File: config.mk
export PLATFORM = sky130hd
export DESIGN_NAME = pwm_timer
export DESIGN_NICKNAME = d
export VERILOG_FILES = /design/src/hw/pwm_timer_pkg.sv /design/src/hw/pwm_timer.sv
export VERILOG_INCLUDE_DIRS = /design/src /design/src/hw
export SDC_FILE = /design/constraint.sdc
export NUM_CORES = 1
export LEC_CHECK = 0
export ABC_AREA = 1
export BUFFER_PORTS_ARGS = -buffer_cell sky130_fd_sc_hd__buf_2
export CAP_MARGIN = 5
export CORE_AREA = 4 4 216 218
export CTS_BUF_LIST = sky130_fd_sc_hd__clkbuf_4
export DETAILED_ROUTE_END_ITERATION = 8
export DIE_AREA = 0 0 220 222
export PLACE_DENSITY_LB_ADDON = 0.05
export REMOVE_ABC_BUFFERS = 1
export SYNTH_ARGS = -nofsm -noshare
export SYNTH_HDL_FRONTEND = slang
export SYNTH_SLANG_ARGS = --single-unit
File: constraint.sdc
create_clock -name clock -period 2.2 [get_ports clock]
set_input_delay 0.22 -clock clock [delete_from_list [all_inputs] [get_ports clock]]
set_output_delay 0.22 -clock clock [all_outputs]
set_load 0.01 [all_outputs]
File: src/hw/pwm_timer_regs.svh
// register indices, field positions, reset values and timing for the pwm timer
`ifndef PWM_TIMER_REGS_SVH
`define PWM_TIMER_REGS_SVH

// ****************************************
// register indices (byte address = 4 * index)
// ****************************************
`define IDX_CTRL     6'h0D
`define IDX_CNT_H    6'h0E
`define IDX_CNT_L    6'h0F
`define IDX_RELOAD_H 6'h10
`define IDX_RELOAD_L 6'h11
`define IDX_OE       6'h12
`define IDX_CH0      6'h13
`define IDX_CH3      6'h16
`define IDX_DUTY0_H  6'h17
`define IDX_DUTY3_L  6'h1E
`define IDX_CAP_H    6'h1F
`define IDX_CAP_L    6'h20
`define IDX_BRK      6'h21
`define IDX_MISC     6'h22

// ****************************************
// field positions
// ****************************************
`define CTRL_CAP_FLAG  6
`define CTRL_CAP_IE    5
`define CTRL_CLK_LSB   3
`define CTRL_OVF_FLAG  2
`define CTRL_OVF_IE    1
`define CTRL_CMP_IE    0
`define CH_PULSE_EN    3
`define CH_PULSE_EDGE  2
`define CH_POL         1
`define CH_CMP_FLAG    0
`define BRK_LEVEL      6
`define BRK_ACTIVE     5
`define BRK_PIN_EN     4
`define MISC_SRC       0
`define MISC_XFER      1

// ****************************************
// reset values and timing
// ****************************************
`define RST_ZERO       8'h00
`define RST_MISC       8'h02
`define CNT_TOP        12'hFFF
`define CLK_PERIOD_NS  32'h0000_0005
`define SLOW_PERIOD_US 32'h0000_03E8
`define NS_PER_US      32'h0000_03E8

`endif

File: src/hw/pwm_timer_pkg.sv
// types shared by the pwm timer
package pwm_timer_pkg;

  typedef enum logic [1:0] {
    CLK_OFF  = 2'b00,
    CLK_SLOW = 2'b01,
    CLK_CPU  = 2'b10
  } clk_sel_t;

  typedef struct packed {
    logic              awready, wready, bvalid, arready, rvalid;
    logic [1:0]        bresp, rresp;
    logic [31:0]       rdata;
    logic              aw_held, w_held, w_en;
    logic [5:0]        aw_idx;
    logic [7:0]        w_data;
    logic [31:0]       div;
    logic [11:0]       cnt, reload, capture;
    clk_sel_t          clk_sel;
    logic              cap_flag, cap_ie, ovf_flag, ovf_ie, cmp_ie;
    logic              pulse_en, pulse_edge, cap_src, xfer_en;
    logic              brk_level, brk_active, brk_pin_en;
    logic [3:0]        brk_pattern, oe, pol_pre, pol_act, cmpf, raw;
    logic [3:0][11:0]  duty_pre, duty_act;
    logic [2:0]        s1, s2, s3, filt;
    logic [3:0]        pwm_out, pwm_en;
    logic              cap_irq, ovf_irq, cmp_irq;
  } state_t;

endpackage

File: src/hw/pwm_timer.sv
// autoreload pwm timer with capture, one-pulse and break, axi4-lite slave
//
// Overview of operation
// - capture flag set on capture, cleared only by reading a capture byte
// - capture request while capture enable and capture flag both set
// - two-bit clock select: off, slow timebase, cpu clock; zero at reset
// - overflow flag set at FFFh to reload, cleared by control read; gated request
// - compare request when any compare flag and compare enable set
// - read-only 12-bit up-counter, zero at reset, counts selected ticks
// - overflow reloads counter from software reload value, setting pwm period
// - output enable per channel selects pwm; clear releases the pin
// - one-pulse enable for channels 2 and 3, only in channel-3 register
// - one-pulse trigger edge: 0 falling, 1 rising, only with one-pulse on
// - per-channel polarity bit inverts pwm output; zero at reset
// - compare flag set on counter equal active duty, cleared by channel read
// - break level select: 0 low active, 1 high active; zero at reset
// - break-active writable, set by hardware from break pin; zero at reset
// - break pin enable gates the break input; zero at reset
// - during break enabled channels drive their break pattern bit
// - 12-bit duty value sets duty cycle or compare value per channel
// - capture edge copies counter into read-only capture value
// - new capture only while capture flag clear
// - capture source select: 0 own pin, 1 shared pin
// - preload duty and polarity move to active copies at overflow if enabled
//
// The implementer's own choices: the AXI4-Lite slave port and the register addresses.
`timescale 1ns/1ps
`include "pwm_timer_regs.svh"

module pwm_timer #(
  parameter int unsigned SLOW_CYCLES =
    `SLOW_PERIOD_US * `NS_PER_US / `CLK_PERIOD_NS,
  parameter int unsigned ADDR_W      = 8
) (
  // clock and reset
  input  wire logic              clock,
  input  wire logic              rst_n,
  // axi4-lite write
  input  wire logic [ADDR_W-1:0] awaddr,
  input  wire logic              awvalid,
  output logic                   awready,
  input  wire logic [31:0]       wdata,
  input  wire logic [3:0]        wstrb,
  input  wire logic              wvalid,
  output logic                   wready,
  output logic [1:0]             bresp,
  output logic                   bvalid,
  input  wire logic              bready,
  // axi4-lite read
  input  wire logic [ADDR_W-1:0] araddr,
  input  wire logic              arvalid,
  output logic                   arready,
  output logic [31:0]            rdata,
  output logic [1:0]             rresp,
  output logic                   rvalid,
  input  wire logic              rready,
  // pins
  input  wire logic              own_capture_pin,
  input  wire logic              shared_capture_pin,
  input  wire logic              break_pin,
  output logic [3:0]             pwm_channel_output,
  output logic [3:0]             pwm_output_active,
  // requests
  output logic                   capture_irq,
  output logic                   overflow_irq,
  output logic                   compare_irq
);

  if (SLOW_CYCLES < 2 || ADDR_W < 8) begin : g_bad_param
    $error("pwm_timer: SLOW_CYCLES must be >= 2 and ADDR_W >= 8");
  end

  localparam logic [31:0] SLOW_LAST = 32'(SLOW_CYCLES - 1);

  pwm_timer_pkg::state_t state_reg;
  pwm_timer_pkg::state_t state_next;

  logic       tick;
  logic       trig;
  logic       ovf_evt;
  logic       ar_fire;
  logic [5:0] rd_idx;
  logic [2:0] chg;

  function automatic logic is_mapped(input logic [5:0] i);
    is_mapped = (i >= `IDX_CTRL) && (i <= `IDX_MISC);
  endfunction

  // ****************************************
  // next-state logic
  // ****************************************
  always_comb begin
    pwm_timer_pkg::state_t s;
    logic       wr;
    logic       we;
    logic [5:0] wi;
    logic [7:0] wd;
    logic [7:0] rv;
    logic [3:0] cmp_clr;
    logic [3:0] cmp_set;
    logic       ovf_clr;
    logic       cap_clr;
    logic       cap_edge;
    logic [5:0] off;
    logic [1:0] ch;
    s        = state_reg;
    wr       = 1'b0;
    we       = 1'b0;
    wi       = state_reg.aw_idx;
    wd       = state_reg.w_data;
    rv       = `RST_ZERO;
    cmp_clr  = 4'h0;
    cmp_set  = 4'h0;
    ovf_clr  = 1'b0;
    cap_clr  = 1'b0;
    cap_edge = 1'b0;
    off      = 6'h00;
    ch       = 2'b00;

    // input synchronisers: a change counts once stages two and three agree
    s.s1   = {break_pin, shared_capture_pin, own_capture_pin};
    s.s2   = state_reg.s1;
    s.s3   = state_reg.s2;
    chg    = ~(state_reg.s2 ^ state_reg.s3) & (state_reg.s3 ^ state_reg.filt);
    s.filt = state_reg.filt ^ chg;

    // write channel: address and data taken in either order
    if (awvalid && state_reg.awready) begin
      s.aw_held = 1'b1;
      s.aw_idx  = awaddr[7:2];
    end
    if (wvalid && state_reg.wready) begin
      s.w_held = 1'b1;
      s.w_data = wdata[7:0];
      s.w_en   = wstrb[0];
    end
    if (state_reg.bvalid && bready) begin
      s.bvalid = 1'b0;
    end
    wr = state_reg.aw_held && state_reg.w_held && !state_reg.bvalid;
    if (wr) begin
      s.aw_held = 1'b0;
      s.w_held  = 1'b0;
      s.bvalid  = 1'b1;
      s.bresp   = is_mapped(wi) ? 2'b00 : 2'b10;
    end
    we = wr && state_reg.w_en && is_mapped(wi);

    // read channel
    ar_fire = arvalid && state_reg.arready;
    rd_idx  = araddr[7:2];
    case (rd_idx)
      `IDX_CTRL: rv = {1'b0, state_reg.cap_flag, state_reg.cap_ie, state_reg.clk_sel,
                       state_reg.ovf_flag, state_reg.ovf_ie, state_reg.cmp_ie};
      `IDX_CNT_H:    rv = {4'h0, state_reg.cnt[11:8]};
      `IDX_CNT_L:    rv = state_reg.cnt[7:0];
      `IDX_RELOAD_H: rv = {4'h0, state_reg.reload[11:8]};
      `IDX_RELOAD_L: rv = state_reg.reload[7:0];
      `IDX_OE: rv = {1'b0, state_reg.oe[3], 1'b0, state_reg.oe[2],
                     1'b0, state_reg.oe[1], 1'b0, state_reg.oe[0]};
      `IDX_CAP_H: rv = {4'h0, state_reg.capture[11:8]};
      `IDX_CAP_L: rv = state_reg.capture[7:0];
      `IDX_BRK: rv = {1'b0, state_reg.brk_level, state_reg.brk_active,
                      state_reg.brk_pin_en, state_reg.brk_pattern};
      `IDX_MISC: rv = {6'h00, state_reg.xfer_en, state_reg.cap_src};
      default: begin
        if (rd_idx >= `IDX_CH0 && rd_idx <= `IDX_CH3) begin
          off = rd_idx - `IDX_CH0;
          ch  = off[1:0];
          rv  = {4'h0, (ch == 2'd3) ? {state_reg.pulse_en, state_reg.pulse_edge} : 2'b00,
                 state_reg.pol_pre[ch], state_reg.cmpf[ch]};
        end else if (rd_idx >= `IDX_DUTY0_H && rd_idx <= `IDX_DUTY3_L) begin
          off = rd_idx - `IDX_DUTY0_H;
          ch  = off[2:1];
          rv  = off[0] ? state_reg.duty_pre[ch][7:0] : {4'h0, state_reg.duty_pre[ch][11:8]};
        end
      end
    endcase
    if (state_reg.rvalid && rready) begin
      s.rvalid = 1'b0;
    end
    if (ar_fire) begin
      s.rvalid = 1'b1;
      s.rdata  = {24'h00_0000, rv};
      s.rresp  = is_mapped(rd_idx) ? 2'b00 : 2'b10;
      ovf_clr  = (rd_idx == `IDX_CTRL);
      cap_clr  = (rd_idx == `IDX_CAP_H) || (rd_idx == `IDX_CAP_L);
      if (rd_idx >= `IDX_CH0 && rd_idx <= `IDX_CH3) begin
        off     = rd_idx - `IDX_CH0;
        cmp_clr = 4'h1 << off[1:0];
      end
    end
    s.arready = !s.rvalid;
    s.awready = !s.aw_held && !s.bvalid;
    s.wready  = !s.w_held && !s.bvalid;

    // counter clock: slow ticks come from a divider
    s.div = (state_reg.clk_sel == pwm_timer_pkg::CLK_SLOW && state_reg.div != SLOW_LAST) ?
            state_reg.div + 32'h0000_0001 : 32'h0000_0000;
    tick  = (state_reg.clk_sel == pwm_timer_pkg::CLK_CPU) ||
            (state_reg.clk_sel == pwm_timer_pkg::CLK_SLOW && state_reg.div == SLOW_LAST);
    trig  = state_reg.pulse_en && state_reg.clk_sel != pwm_timer_pkg::CLK_OFF &&
            chg[1] && (s.filt[1] == state_reg.pulse_edge) && !state_reg.raw[3];
    ovf_evt = tick && !trig && state_reg.cnt == `CNT_TOP;
    if (trig) begin
      s.cnt = 12'h000;
    end else if (tick) begin
      s.cnt = ovf_evt ? state_reg.reload : state_reg.cnt + 12'h001;
    end

    // preload transfer at overflow, enable cleared after each transfer
    if (ovf_evt && state_reg.xfer_en) begin
      s.duty_act = state_reg.duty_pre;
      s.pol_act  = state_reg.pol_pre;
      s.xfer_en  = 1'b0;
    end

    // software writes
    if (we) begin
      case (wi)
        `IDX_CTRL: begin
          s.cap_ie  = wd[`CTRL_CAP_IE];
          s.clk_sel = pwm_timer_pkg::clk_sel_t'(wd[`CTRL_CLK_LSB +: 2]);
          s.ovf_ie  = wd[`CTRL_OVF_IE];
          s.cmp_ie  = wd[`CTRL_CMP_IE];
        end
        `IDX_RELOAD_H: s.reload[11:8] = wd[3:0];
        `IDX_RELOAD_L: s.reload[7:0]  = wd;
        `IDX_OE: s.oe = {wd[6], wd[4], wd[2], wd[0]};
        `IDX_BRK: begin
          s.brk_level   = wd[`BRK_LEVEL];
          s.brk_active  = wd[`BRK_ACTIVE];
          s.brk_pin_en  = wd[`BRK_PIN_EN];
          s.brk_pattern = wd[3:0];
        end
        `IDX_MISC: begin
          s.cap_src = wd[`MISC_SRC];
          s.xfer_en = wd[`MISC_XFER];
        end
        default: begin
          if (wi >= `IDX_CH0 && wi <= `IDX_CH3) begin
            off = wi - `IDX_CH0;
            ch  = off[1:0];
            s.pol_pre[ch] = wd[`CH_POL];
            if (ch == 2'd3) begin
              s.pulse_en   = wd[`CH_PULSE_EN];
              s.pulse_edge = wd[`CH_PULSE_EDGE];
            end
          end else if (wi >= `IDX_DUTY0_H && wi <= `IDX_DUTY3_L) begin
            off = wi - `IDX_DUTY0_H;
            ch  = off[2:1];
            if (off[0]) begin
              s.duty_pre[ch][7:0] = wd;
            end else begin
              s.duty_pre[ch][11:8] = wd[3:0];
            end
          end
        end
      endcase
    end

    // pwm edges and compare flags
    for (int i = 0; i < 4; i++) begin
      if ((tick || trig) && s.cnt == s.duty_act[i]) begin
        s.raw[i]   = 1'b0;
        cmp_set[i] = 1'b1;
      end else if (ovf_evt || (trig && i >= 2)) begin
        s.raw[i] = 1'b1;
      end
    end

    // capture on either edge of the selected pin
    cap_edge = state_reg.cap_src ? chg[1] : chg[0];
    if (cap_edge && !state_reg.cap_flag) begin
      s.capture = state_reg.cnt;
    end

    // flags: a hardware set wins over a read clear for overflow and compare flags; for the capture flag the read clear wins
    s.cap_flag = (state_reg.cap_flag && !cap_clr) || (cap_edge && !state_reg.cap_flag);
    s.ovf_flag = (state_reg.ovf_flag && !ovf_clr) || ovf_evt;
    s.cmpf     = (state_reg.cmpf & ~cmp_clr) | cmp_set;
    s.brk_active = s.brk_active ||
                   (state_reg.brk_pin_en && state_reg.filt[2] == state_reg.brk_level);

    // outputs
    for (int i = 0; i < 4; i++) begin
      s.pwm_en[i]  = s.oe[i];
      s.pwm_out[i] = s.oe[i] && (s.brk_active ? s.brk_pattern[i] :
                                 (s.raw[i] ^ s.pol_act[i]));
    end
    s.cap_irq = s.cap_flag && s.cap_ie;
    s.ovf_irq = s.ovf_flag && s.ovf_ie;
    s.cmp_irq = (|s.cmpf) && s.cmp_ie;
    state_next = s;
  end

  // ****************************************
  // state register
  // ****************************************
  always_ff @(posedge clock) begin
    if (!rst_n) begin
      state_reg         <= '0;
      state_reg.xfer_en <= 1'b1;
    end else begin
      state_reg <= state_next;
    end
  end

  assign awready            = state_reg.awready;
  assign wready             = state_reg.wready;
  assign bvalid             = state_reg.bvalid;
  assign bresp              = state_reg.bresp;
  assign arready            = state_reg.arready;
  assign rvalid             = state_reg.rvalid;
  assign rdata              = state_reg.rdata;
  assign rresp              = state_reg.rresp;
  assign pwm_channel_output = state_reg.pwm_out;
  assign pwm_output_active  = state_reg.pwm_en;
  assign capture_irq        = state_reg.cap_irq;
  assign overflow_irq       = state_reg.ovf_irq;
  assign compare_irq        = state_reg.cmp_irq;
endmodule

## Word level (Yosys, flattened, before mapping)

Cells that the tools add are included.

- Output and inout bits: 52
- Logic and storage cells: 262
- Register bits: 255

- Bitwise logic cells: 14
- Order comparisons: 18
- Shift-type cells: 1
- Mux-type cells: 69
- Equality and inequality tests: 29
- Reductions and logical operators: 72
- Add/subtract/negate cells: 6

Operators by type and width:

| kind | number |
|---|---|
| $bwmux 48 | 2 |
| $mux 48 | 2 |
| $pmux 8 s10 | 1 |
| $mux 12 | 5 |
| $demux 12 s2 | 2 |
| $eq 12x12->1 | 4 |
| $logic_and 1x1->1 | 43 |
| $eq 6x5->1 const B | 7 |
| $add 32x1->32 const B | 1 |
| $eq 32x18->1 const B | 1 |
| $mux 8 | 4 |
| $ne 32x18->1 const B | 1 |
| $eq 6x6->1 const B | 5 |
| $mux 1 | 30 |
| $bmux 12 s2 | 1 |
| $eq 6x4->1 const B | 4 |
| $ge 6x5->1 const B | 4 |
| $le 6x5->1 const B | 4 |
| $mux 4 | 6 |
| $mux 21 | 1 |
| $mux 2 | 10 |
| $add 12x1->12 const B | 1 |
| $eq 12x12->1 const B | 1 |
| $ge 6x4->1 const B | 2 |
| other kinds (29) | 67 |

## Depth between registers and ports, before layout

Gate-level depths: netlist (run 1).

- Depth after elaboration: 19
- Mapped depth: 22
- Gate-level depth less buffers: 22

## Worst setup path before layout (run 1)

OpenSTA, ideal clock, no wires.

- Kind: reg-to-reg
- Start point: reg state_reg[193] in the netlist's numbering
- End point: reg state_reg, in the netlist pwm_channel_output[2]
- Required time: 2,088 ps
- Stages on the path, launching flop included: 22
- Data arrival time: 2,240 ps
- Slack: -151 ps
- Cell sequence: dfxtp_1 -> ha_1 -> nand2_1 -> nor2_2 -> nand2_1 -> nor2_2 -> nand3_4 -> nand2_8 -> nand2_8 -> nor2_8 -> buf_12 -> nand3_2 -> nand2_1 -> nand2_1 -> nand2_1 -> nand3_1 -> nor2_1 -> nand2_2 -> nand3_1 -> nand2_1 -> nor2_1 -> nor2_1

- Longest elaborated chain between the ends: 14
- Elaborated cells on any way between the ends: 20
- Those cells by class: 2 x eq/ne; 8 x mux; 1 x bitwise; 9 x reduce/logical

Ends and longest elaborated chain:

| element | RTL line | source |
|---|---|---|
| from (decl) | pwm_timer.sv:75 | `pwm_timer_pkg::state_t state_reg;` |
| from (signal assigned) | pwm_timer.sv:305 | `state_reg <= state_next;` |
| $eq 32x18->1 * | pwm_timer.sv:201 | `(state_reg.clk_sel == pwm_timer_pkg::CLK_SLOW && state_reg.div == SLOW_LAST);` |
| $logic_and 1x1->1 * | pwm_timer.sv:201 |  |
| $logic_or 1x1->1 * | pwm_timer.sv:200 | `tick = (state_reg.clk_sel == pwm_timer_pkg::CLK_CPU) \|\|` |
| $logic_and 1x1->1 | pwm_timer.sv:204 | `` ovf_evt = tick && !trig && state_reg.cnt == `CNT_TOP; `` |
| $logic_and 1x1->1 (no line) | n/a |  |
| $mux 12 | pwm_timer.sv:208 | `s.cnt = ovf_evt ? state_reg.reload : state_reg.cnt + 12'h001;` |
| $mux 12 | pwm_timer.sv:207 | `end else if (tick) begin` |
| $mux 12 | pwm_timer.sv:205 | `if (trig) begin` |
| $eq 12x12->1 | pwm_timer.sv:264 | `if ((tick \|\| trig) && s.cnt == s.duty_act[i]) begin` |
| $logic_and 1x1->1 | pwm_timer.sv:264 |  |
| $mux 1 | pwm_timer.sv:264 |  |
| $xor 1x1->1 * | pwm_timer.sv:289 | `(s.raw[i] ^ s.pol_act[i]));` |
| $mux 1 * | pwm_timer.sv:288 | `s.pwm_out[i] = s.oe[i] && (s.brk_active ? s.brk_pattern[i] :` |
| $logic_and 1x1->1 * | pwm_timer.sv:288 |  |

Mark *: on every way between the ends. The rest lies on a longest branch, timed or not.
A chain may end at the register's enable or synchronous reset.

## Worst setup path after layout (run 1)

- Start point: reg state_reg[181] in the netlist's numbering
- End point: reg state_reg, in the netlist pwm_channel_output[2]

- Longest elaborated chain between the ends: 11
- Elaborated cells on any way between the ends: 17
- Those cells by class: 1 x add/sub; 2 x eq/ne; 8 x mux; 1 x bitwise; 5 x reduce/logical

Ends and longest elaborated chain:

| element | RTL line |
|---|---|
| parallel branches: the longest is 8 deep, another holds $add 12x1->12 | n/a |
| $xor 1x1->1 * | pwm_timer.sv:289 |
| $mux 1 * | pwm_timer.sv:288 |
| $logic_and 1x1->1 * | pwm_timer.sv:288 |

Mark *: on every way between the ends.

==> summary.md, run 1 <==
| Metric | Value |
|---|---|
| Status | `finished with violations` |
| Failing checks | `negative setup slack` |
| Pwr dens | `501 nW/µm²` |
| Slew Limit Fails | `0` |
| Synthesized area | `13200 µm²` |
| Leakage | `8.91 nW` |
| Peak supply drop | `0.353 mV` |
| Min Clock Period, post-route | `2.72 ns` |
| Largest net degree at the start of global routing | `77` |
| Post-synth top area share | `0.383` |
| Num CTS Buffers | `81` |
| Max reg flops | `219` |
| Die height | `222 µm` |
| Crit path kind | `flip-flop to flip-flop` |
| Final TNS setup | `-12.38 ns` |
| Die footprint | `48800 µm²` |
| Final setup violation count | `72` |
| Grt ovf | `0` |
| Clk pwr share | `0.461` |
| Clock sinks | `253` |
| Ys Warns | `0` |
| Sequential group share of total power | `0.457` |
| Hpwl dp | `39800 µm` |
| RSZ-0062 raised after global routing | `true` |
| Final hold vios | `0` |
| Fmax | `368 MHz` |
| Flop-to-flop setup slack | `-0.52 ns` |
| CTS tree | `yes` |
| Most frequent cells in the layout | `buf_4 (362), nand2_1 (293), dfxtp_1 (243), inv_1 (233), a21oi_1 (167)` |
| Core Area | `44900 µm²` |
| Commonest non-fill, non-tap cell in the layout | `buf_4` |
| Finished Cell Area | `20400 µm²` |
| Comb power frac | `0.083` |
| CP dominant cell by count | `nand3_2` |
| DRC Markers | `0` |
| Critical Path End Type | `flip-flop` |
| Nature of the critical path startpoint | `flip-flop` |
| Final WS setup | `-0.520 ns` |
| Post-synth cell types | `63` |
| Largest stage delay on the critical path | `0.37 ns` |
| Starting Density | `0.295` |
| Synth Flop Type | `dfxtp_1` |
| Non-Filler Instances | `3116` |
| I/O Buffers | `56` |
| Met3 usage | `0.0436` |
| Layout cells sized above 1 | `0.391` |
| Post-DP Area | `16500 µm²` |
| Top cells by area, synth | `dfxtp_1 (38%), nand2_1 (10%), a21oi_1 (7.1%)` |
| Syn Area/Cell | `6.86 µm²` |
| Via density | `4.76` |
| Area growth syn-to-layout | `54.5%` |
| Synth Register Bits | `253` |
| Asr flop ratio synth | `0` |
| Max clock buf depth | `3` |
| Buf/Inv on CP | `5` |
| Internal power | `0.00738 W` |
| Final WL | `55200 µm` |
| Nets | `2528` |
| Routed WL per cell | `17.7 µm` |
| Root Buffer | `clkbuf_4` |
| GRT Max-Usage Layer | `met2` |
| Multi-input gate area | `7990 µm²` |
| Number of synthesized flops with an enable pin | `0` |
| Cells after Synth | `1928` |
| Max-cap violations | `0` |
| Critical path's slowest cell | `dfxtp_4` |
| Grt met2 use | `0.358` |
| Gr usage total | `0.223` |
| H-tree depth | `3` |
| Met1 Usage GRT | `0.299` |
| Vias | `14800` |
| Worst Skew | `0.0655 ns` |
| 1st-pass router iterations | `5` |
| CP cell instances | `ha_4 > nand2_2 > nor2_4 > buf_4 > nand3_2 > nor3_2 > buf_4 > nand4_4 > buf_12 > buf_12 > buf_8 > o21ai_4 > nand2_1 > nand2_2 > nand3_2 > nor2_4 > nand2_4 > nand3_2 > nand2_1 > nor2_1 > nor2_1` |
| Filler Cell Count | `4686` |
| Die Width | `220 µm` |
| Final Util | `0.455` |
| Least-Margin Pin Slew | `0.659 ns` |
| Initial antenna violation count | `2` |
| Tcrit/Tclk final | `1.24` |
| Final ANT Viol Nets | `0` |
| Synth area leader | `dfxtp_1` |
| Switching portion of total power | `0.280` |
| Register area | `5080 µm²` |
| Crit path DAT | `3.43 ns` |
| Worst-Skew Late Latency | `0.82 ns` |
| Num ports | `114` |
| Switch Pwr | `0.00287 W` |
| First-pass GRT wire length | `83800 µm` |
| Row Count | `78` |
| Clock Pin Slew Worst Setup and Hold Paths | `0.06 ns` |
| Vias in the first global route | `14600` |
| Register area share after synthesis | `0.383` |
| Inst Count DP | `2852` |
| GPL Wtd Cong | `0.894` |
| Worst Path Max Fanout | `7` |
| CP required | `2.91 ns` |
| Kind of cell adding the most delay to the critical path | `simple AND/OR/NAND/NOR gates` |
| Slew HR | `0.560` |
| Worst hold margin | `0.118 ns` |
| 1st-iter DRT viols | `758` |
| Hold WC Path Type | `input port to flip-flop` |
## area by class of cell
| cell class | instances | area share |
|---|---|---|
| timing repair buffer | 531 | 0.225 |
| inverter | 267 | 0.0498 |
| antenna | 4 | 0.000490 |
| tap | 600 | 0.0367 |
| multi-input combinational | 1316 | 0.391 |
| clock buffer | 115 | 0.0422 |
| sequential | 253 | 0.249 |
| clock inverter | 30 | 0.00624 |
## final timing paths
path	from	to	cells after the start
worst max-delay path	state_reg[181]$_SDFF_PN0_	pwm_channel_output[2]$_SDFF_PN0_	21
worst min-delay path	wvalid	state_reg[239]$_SDFFE_PN0P_	3
worst max register to register	state_reg[181]$_SDFF_PN0_	pwm_channel_output[2]$_SDFF_PN0_	21
worst min register to register	state_next[19]$_SDFF_PN0_	state_next[16]$_SDFF_PN0_	2
## power groups by stage
stage,clock network (W),logic [W],registers [W]
4_1_cts,0.00494,0.000825,0.00468
5_1_grt,0.00517,0.000930,0.00468
6_report,0.00472,0.000850,0.00468
3_5_place_dp,0,0.000695,0.00477
3_3_place_gp,0,0.000695,0.00477
2_1_floorplan,0,0.000301,0.00477
## per-stage QoR
| step | power (W) | setup slack [ns] |
|---|---|---|
| finish | 0.0102 | -0.520 |
| detailed placement | 0.00547 | -0.957 |
| CTS | 0.0104 | -0.566 |
| global placement | 0.00547 | -0.939 |
| floorplan | 0.00507 | -1.77 |
| global route | 0.0108 | -0.725 |
## layer usage
metal  routed length (µm)  part of all wire
met1                25000              0.45
met2                25500              0.46
met4                 1840             0.033
met5                    0                 0
met3                 2940             0.053
## cells in the mapped netlist (all sizes together), types with 2 or more instances
cell type    n
nand2      389
inv        266
dfxtp      253
nor2       200
a21oi      192
o21ai      176
nand3      173
buf         68
clkbuf      49
nor3        31
nand4       21
ha          16
nor4        10
o22ai        9
xor2         8
o211ai       7
o221ai       6
a211oi       5
a221oi       5
a31oi        5
or2          5
xnor2        5
nor3b        4
mux2i        3
o31ai        3
a311o        2
o2111ai      2
o21a         2
## worst min-delay path: cells and delay by family
family | cells | cell delay (ns)
buffers and inverters | 1 | 0.09
and+or+nand+nor | 1 | 0.41
AOI/OAI and AO/OA | 1 | 0.13
## what timing repair did
| item | in CTS | in global routing |
|---|---|---|
| hold buffers | 46 | 0 |
| cloned | 11 | 1 |
| hold endpoints to repair | 76 | 0 |
| pin swaps | 77 | 95 |
| buffers inserted | 49 | 17 |
| setup endpoints to repair | 129 | 138 |
| resized for setup | 334 | 169 |
## cells by family after synthesis
group                      after synthesis  synth area share
AOI/OAI and AO/OA                      423             0.173
xor gates and xnor gates                13           0.00861
other                                    1          0.000283
adders and majority gates               16            0.0151
muxes                                    3           0.00227
DFF                                    253             0.383
buffers and inverters                  384             0.129
and+or+nand+nor                        835             0.288
(Power assumes the default switching activity.)
==> inputs of run 2 (changes only) <==
--- a/config.mk
+++ b/config.mk
@@ -9,10 +9,11 @@
 export ABC_AREA = 1
 export BUFFER_PORTS_ARGS = -buffer_cell sky130_fd_sc_hd__buf_2
 export CAP_MARGIN = 5
-export CORE_AREA = 4 4 216 218
+export CORE_AREA = 4 4 240 195
 export CTS_BUF_LIST = sky130_fd_sc_hd__clkbuf_4
 export DETAILED_ROUTE_END_ITERATION = 8
-export DIE_AREA = 0 0 220 222
+export DIE_AREA = 0 0 244 199
+export GPL_TIMING_DRIVEN = 0
 export PLACE_DENSITY_LB_ADDON = 0.05
 export REMOVE_ABC_BUFFERS = 1
 export SYNTH_ARGS = -nofsm -noshare
==> summary.md, run 2 (synthesized netlist as in run 1, its figures left out) <==
| Metric | Value |
|---|---|
| Final Power | `0.0101 W` |
| Area growth syn-to-layout | `32.7%` |
| Worst Path Max Fanout | `7` |
| Nature of the critical path startpoint | `flip-flop` |
| Least-Margin Pin Slew | `1.20 ns` |
| Worst r2r dst | `pwm_channel_output[0]$_SDFF_PN0_` |
| Fmax | `348 MHz` |
| Initial antenna violation count | `6` |
| Hpwl dp | `34100 µm` |
| HP Start | `rst_n` |
| Crit path kind | `flip-flop to flip-flop` |
| Die Width | `244 µm` |
| Filler Cell Count | `4802` |
| Via density | `4.84` |
| Switch Pwr | `0.00278 W` |
| Worst-Skew Late Latency | `0.82 ns` |
| Leakage | `7.15 nW` |
| Root Buffer | `clkbuf_4` |
| RSZ-0062 raised after global routing | `true` |
| GPL Wtd Cong | `0.856` |
| Internal power | `0.00735 W` |
| Num ports | `114` |
| Max clock buf depth | `3` |
| Peak supply drop | `0.330 mV` |
| Status | `finished with violations` |
| Switching portion of total power | `0.274` |
| Die height | `199 µm` |
| Crit path DAT | `3.62 ns` |
| Most frequent cells in the layout | `nand2_1 (297), inv_1 (231), dfxtp_1 (229), a21oi_1 (180), nor2_1 (150)` |
| 1st-pass router iterations | `5` |
| Comb power frac | `0.068` |
| First-pass GRT wire length | `78600 µm` |
| Hold WC Path Type | `input port to flip-flop` |
| Largest net degree at the start of global routing | `80` |
| Reg2Reg Depth | `19` |
| Clock sinks | `253` |
| Final Util | `0.397` |
| Die footprint | `48600 µm²` |
| 1st-iter DRT viols | `833` |
| Critical Path End Type | `flip-flop` |
| Pre-CTS setup slack | `-1.93 ns` |
| Slew HR | `0.202` |
| Final hold vios | `0` |
| Clk pwr share | `0.467` |
| Sequential group share of total power | `0.465` |
| Vias | `13500` |
| Starting Density | `0.299` |
| Core Area | `44200 µm²` |
| Final setup violation count | `87` |
| Hold depth | `4` |
| Routed WL per cell | `18.8 µm` |
| Grt ovf | `0` |
| Slew Limit Fails | `0` |
| Nets | `2208` |
| Pwr dens | `577 nW/µm²` |
| Min Clock Period, post-route | `2.88 ns` |
| H-tree depth | `3` |
| Num CTS Buffers | `76` |
| I/O Buffers | `56` |
| CTS tree | `yes` |
| Row Count | `69` |
| RR Startpoint | `state_next[15]$_SDFF_PN0_` |
| Hold EP | `state_reg[108]$_SDFFE_PN0P_` |
| Worst Skew | `0.0471 ns` |
| Tcrit/Tclk final | `1.31` |
| Final WL | `52600 µm` |
| Flop-to-flop setup slack | `-0.68 ns` |
| DRC Markers | `0` |
| Gr usage total | `0.215` |
| Failing checks | `negative setup slack` |
| CP required | `2.94 ns` |
| Commonest non-fill, non-tap cell in the layout | `nand2_1` |
| Max reg flops | `219` |
| Final ANT Viol Nets | `0` |
| Max-cap violations | `0` |
| Final WS setup | `-0.678 ns` |
| Vias in the first global route | `12700` |
| Clock Pin Slew Worst Setup and Hold Paths | `0.07 ns` |
| Layout cells sized above 1 | `0.265` |
run 2: area by class of cell:
type / count / area, µm² / area share
repair buffers: 210 / 2030 / 0.115
clock buffers: 108 / 811 / 0.0462
well taps: 603 / 754 / 0.0430
flip-flops and latches: 253 / 5110 / 0.291
multi-input cells: 1322 / 7640 / 0.435
diodes: 7 / 17.5 / 0.000998
inverters: 267 / 1040 / 0.0592
clock inverters: 24 / 155 / 0.00884
run 2: worst max-delay path by stage:
stage          slack [ns]  cells after the start                      start                               end
6_report            -0.68                     19  state_next[15]$_SDFF_PN0_  pwm_channel_output[0]$_SDFF_PN0_
5_1_grt             -0.83                     23  state_reg[211]$_SDFF_PN0_  pwm_channel_output[0]$_SDFF_PN0_
4_1_cts             -0.69                     22  state_reg[194]$_SDFF_PN0_  pwm_channel_output[0]$_SDFF_PN0_
3_5_place_dp        -1.93                     11                  araddr[2]             rdata[2]$_SDFFE_PN0P_
3_3_place_gp        -5.14                      9  state_reg[146]$_SDFF_PN1_            compare_irq$_SDFF_PN0_
2_1_floorplan       -1.77                     10  state_reg[146]$_SDFF_PN1_  pwm_channel_output[2]$_SDFF_PN0_
run 2: what timing repair did:
| item | in CTS | in global routing |
|---|---|---|
| gates resized for setup | 214 | 154 |
| gates cloned | 8 | 1 |
| endpoints found under the setup margin | 204 | 158 |
| hold endpoints to repair | 54 | 0 |
| setup buffers | 73 | 17 |
| pin swaps | 55 | 60 |
| hold buffers | 55 | 0 |
run 2: routing by layer:
metal | GRT usage | routed length, µm | share of wire | vias to the layer above
met5 | 0 | 0 | 0 | -
met4 | 0.0678 | 1390 | 0.026 | 0
met3 | 0.0485 | 3370 | 0.064 | 93
met2 | 0.312 | 21500 | 0.41 | 358
met1 | 0.315 | 26200 | 0.50 | 6343
li1 | - | - | - | 6729
run 2: per-stage QoR:
step / cells / cell area [µm²] / hold WS (ns) / setup TNS (ns)
global route: 2794 / 17600 / 0.0535 / -45.29
finish: 2794 / 17600 / 0.0945 / -22.93
floorplan: 1836 / 12600 / 0.299 / -66.01
CTS: 2768 / 16900 / 0.0115 / -33.47
global placement: 2495 / 13700 / 0.395 / -414.97
detailed placement: 2500 / 13800 / 0.400 / -126.52
run 2: power groups by stage:
| stage | Sequential, W | Combinational [W] | Clock [W] |
|---|---|---|---|
| 6_report | 0.00472 | 0.000688 | 0.00473 |
| 5_1_grt | 0.00472 | 0.000765 | 0.00516 |
| 4_1_cts | 0.00471 | 0.000664 | 0.00491 |
| 3_5_place_dp | 0.00482 | 0.000540 | 0 |
| 3_3_place_gp | 0.00482 | 0.000529 | 0 |
| 2_1_floorplan | 0.00477 | 0.000301 | 0 |
run 2: critical path: stages (launching register included):
cell and delay [ns]:
dfxtp_2 0.33, nor2_1 0.12, nand2_2 0.13, nand2_2 0.12
nand2_4 0.10, nand3_4 0.24, inv_1 0.14, nor2_4 0.22
nand2_1 0.13, nand2_4 0.15, inv_2 0.11, nand3_1 0.08
nand2_1 0.05, nor2_1 0.14, nand2_1 0.11, nor2_4 0.13
nand2_4 0.11, a21oi_2 0.18, nor2_2 0.06, nor2_2 0.12
==> inputs of run 3 (changes only) <==
--- a/config.mk
+++ b/config.mk
@@ -9,10 +9,10 @@
 export ABC_AREA = 1
 export BUFFER_PORTS_ARGS = -buffer_cell sky130_fd_sc_hd__buf_2
 export CAP_MARGIN = 5
-export CORE_AREA = 4 4 240 195
+export CORE_AREA = 4 4 177 145
 export CTS_BUF_LIST = sky130_fd_sc_hd__clkbuf_4
 export DETAILED_ROUTE_END_ITERATION = 8
-export DIE_AREA = 0 0 244 199
+export DIE_AREA = 0 0 181 149
 export GPL_TIMING_DRIVEN = 0
 export PLACE_DENSITY_LB_ADDON = 0.05
 export REMOVE_ABC_BUFFERS = 1
==> summary.md, run 3 (synthesized netlist as in run 1, its figures left out) <==
| Metric | Value |
|---|---|
| CP dominant cell by count | `nand2_1` |
| Worst hold margin | `0.0329 ns` |
| Nature of the critical path startpoint | `flip-flop` |
| Hold WC Path Type | `input port to flip-flop` |
| First-pass GRT wire length | `70700 µm` |
| Crit path kind | `flip-flop to flip-flop` |
| Num CTS Buffers | `66` |
| Switch Pwr | `0.00262 W` |
| Reg2Reg Depth | `19` |
| Fmax | `325 MHz` |
| Final Util | `0.745` |
| Final ANT Viol Nets | `0` |
| Grt ovf | `0` |
| Worst Skew | `0.0472 ns` |
| Root Buffer | `clkbuf_4` |
| Core Area | `23900 µm²` |
| Pwr dens | `549 nW/µm²` |
| Setup crit end | `pwm_channel_output[1]$_SDFF_PN0_` |
| Filler Cell Count | `1849` |
| Largest net degree at the start of global routing | `94` |
| Routed WL per cell | `20.1 µm` |
| RSZ-0062 raised after global routing | `true` |
| Min Clock Period, post-route | `3.08 ns` |
| Commonest non-fill, non-tap cell in the layout | `nand2_1` |
| Max reg flops | `219` |
| Critical Path End Type | `flip-flop` |
| Peak supply drop | `0.454 mV` |
| Comb power frac | `0.081` |
| DRC Markers | `0` |
| Nets | `2227` |
| Starting Density | `0.553` |
| Tcrit/Tclk final | `1.40` |
| CP required | `2.77 ns` |
| Vias | `14900` |
| Vias in the first global route | `13000` |
| Gr usage total | `0.329` |
| Crit path DAT | `3.65 ns` |
| Final WS setup | `-0.881 ns` |
| Initial antenna violation count | `1` |
| Die Width | `181 µm` |
| Worst-Skew Late Latency | `0.68 ns` |
| Final WL | `50400 µm` |
| Flop-to-flop setup slack | `-0.88 ns` |
| Worst Setup SP | `state_reg[181]$_SDFF_PN0_` |
| Clk pwr share | `0.436` |
| Switching portion of total power | `0.268` |
| Leakage | `7.30 nW` |
| CTS tree | `yes` |
| Final hold vios | `0` |
| Worst r2r dst | `pwm_channel_output[1]$_SDFF_PN0_` |
| Largest stage delay on the critical path | `0.37 ns` |
| Critical path's slowest cell | `dfxtp_4` |
| Worst Path Max Fanout | `8` |
| Via density | `5.94` |
| CP cell instances | `ha_4 > nand2_4 > nor2_4 > nand2_2 > nor2_4 > nand2_8 > clkinv_8 > nand2_1 > nand4_4 > nand2_1 > nand2_1 > nand2_2 > nor2_2 > nand2_1 > nor2_4 > nand2_4 > a21oi_2 > nor2_1 > nor2_1` |
| 1st-iter DRT viols | `1853` |
| H-tree depth | `3` |
| Clock sinks | `253` |
| 1st-pass router iterations | `6` |
| I/O Buffers | `56` |
| Final setup violation count | `77` |
| GPL Wtd Cong | `0.927` |
| Failing checks | `negative setup slack` |
| Layout cells sized above 1 | `0.320` |
| Internal power | `0.00716 W` |
| Slew Limit Fails | `0` |
| Row Count | `51` |
| Status | `finished with violations` |
| Clock Pin Slew Worst Setup and Hold Paths | `0.06 ns` |
| Area growth syn-to-layout | `34.8%` |
| Hpwl dp | `26900 µm` |
| RR Startpoint | `state_reg[181]$_SDFF_PN0_` |
| Most frequent cells in the layout | `nand2_1 (318), dfxtp_1 (229), inv_1 (228), a21oi_1 (150), nor2_1 (145)` |
| Sequential group share of total power | `0.483` |
| Max clock buf depth | `3` |
| Die footprint | `27000 µm²` |
| Die height | `149 µm` |
| Least-Margin Pin Slew | `1.23 ns` |
| Slew HR | `0.175` |
| Max-cap violations | `0` |
| Num ports | `114` |
run 3: changes by cell type in the layout (fill, tap and decap cells not counted), moves of 18 or more:
cell,before,now
nand2_1,297,318
nand2_2,62,42
dlygate4sd3_1,55,24
buf_4,59,98
o21ai_1,44,17
a21oi_2,11,39
a21oi_1,180,150
o21ai_2,20,38
run 3: stage by stage:
| step | cell area [µm²] | power [W] | setup slack [ns] | setup TNS (ns) | cells |
|---|---|---|---|---|---|
| after floorplan | 12600 | 0.00507 | -1.77 | -66.01 | 1836 |
| after global placement | 13300 | 0.00530 | -4.08 | -329.88 | 2210 |
| after detailed placement | 13400 | 0.00531 | -1.54 | -110.05 | 2213 |
| after CTS | 16400 | 0.00965 | -0.655 | -14.03 | 2440 |
| after global routing | 17800 | 0.0101 | -0.945 | -36.77 | 2510 |
| final | 17800 | 0.00978 | -0.881 | -27.11 | 2510 |
run 3: layer usage:
layer	global-route usage	part of all wire
met3	0.100	0.14
met5	0	0
met4	0.126	0.051
met1	0.448	0.39
met2	0.494	0.43
run 3: worst min path at each step:
stage | startpoint | endpoint | slack, ns | depth (start not counted)
5_1_grt | araddr[6] | rresp[1]$_SDFFE_PN0P_ | 0.04 | 4
3_5_place_dp | state_next[18]$_SDFF_PN0_ | state_next[15]$_SDFF_PN0_ | 0.41 | 2
3_3_place_gp | state_next[17]$_SDFF_PN0_ | state_next[14]$_SDFF_PN0_ | 0.40 | 2
2_1_floorplan | rst_n | state_reg[146]$_SDFF_PN1_ | 0.30 | 1
4_1_cts | araddr[6] | rresp[1]$_SDFFE_PN0P_ | 0.0002 | 4
6_report | araddr[6] | rresp[1]$_SDFFE_PN0P_ | 0.03 | 4
run 3: layout make-up:
cell class / count / area [µm²] / share of cell area
tap: 318 / 398 / 0.0223
inverter: 267 / 1040 / 0.0585
multi-input combinational: 1330 / 8250 / 0.462
antenna: 1 / 2.50 / 0.000140
sequential: 253 / 5110 / 0.287
clock buffer: 99 / 743 / 0.0417
timing repair buffer: 231 / 2190 / 0.123
clock inverter: 11 / 98.8 / 0.00554
run 3: what timing repair did:
item / CTS / global route
endpoints found under the setup margin: 177 / 160
buffers inserted: 80 / 66
pin swaps: 76 / 108
gates resized for setup: 270 / 214
hold buffers: 24 / 0
gates cloned: 13 / 4
endpoints found under the hold margin: 42 / 0
run 3: power groups by stage:
| stage | logic, W | clock network (W) | registers, W |
|---|---|---|---|
| after detailed placement | 0.000516 | 0 | 0.00480 |
| after CTS | 0.000675 | 0.00427 | 0.00471 |
| after floorplan | 0.000301 | 0 | 0.00477 |
| after global routing | 0.000841 | 0.00454 | 0.00472 |
| after global placement | 0.000498 | 0 | 0.00480 |
| final | 0.000796 | 0.00426 | 0.00472 |
run 3: worst max-delay path: cells and delay by family, from the launching register on:
family / cells / cell delay [ns]
compound gates: 1 / 0.15
fa+ha+maj: 1 / 0.16
buf+inv: 1 / 0.12
flops: 1 / 0.37
simple gates: 16 / 2.19
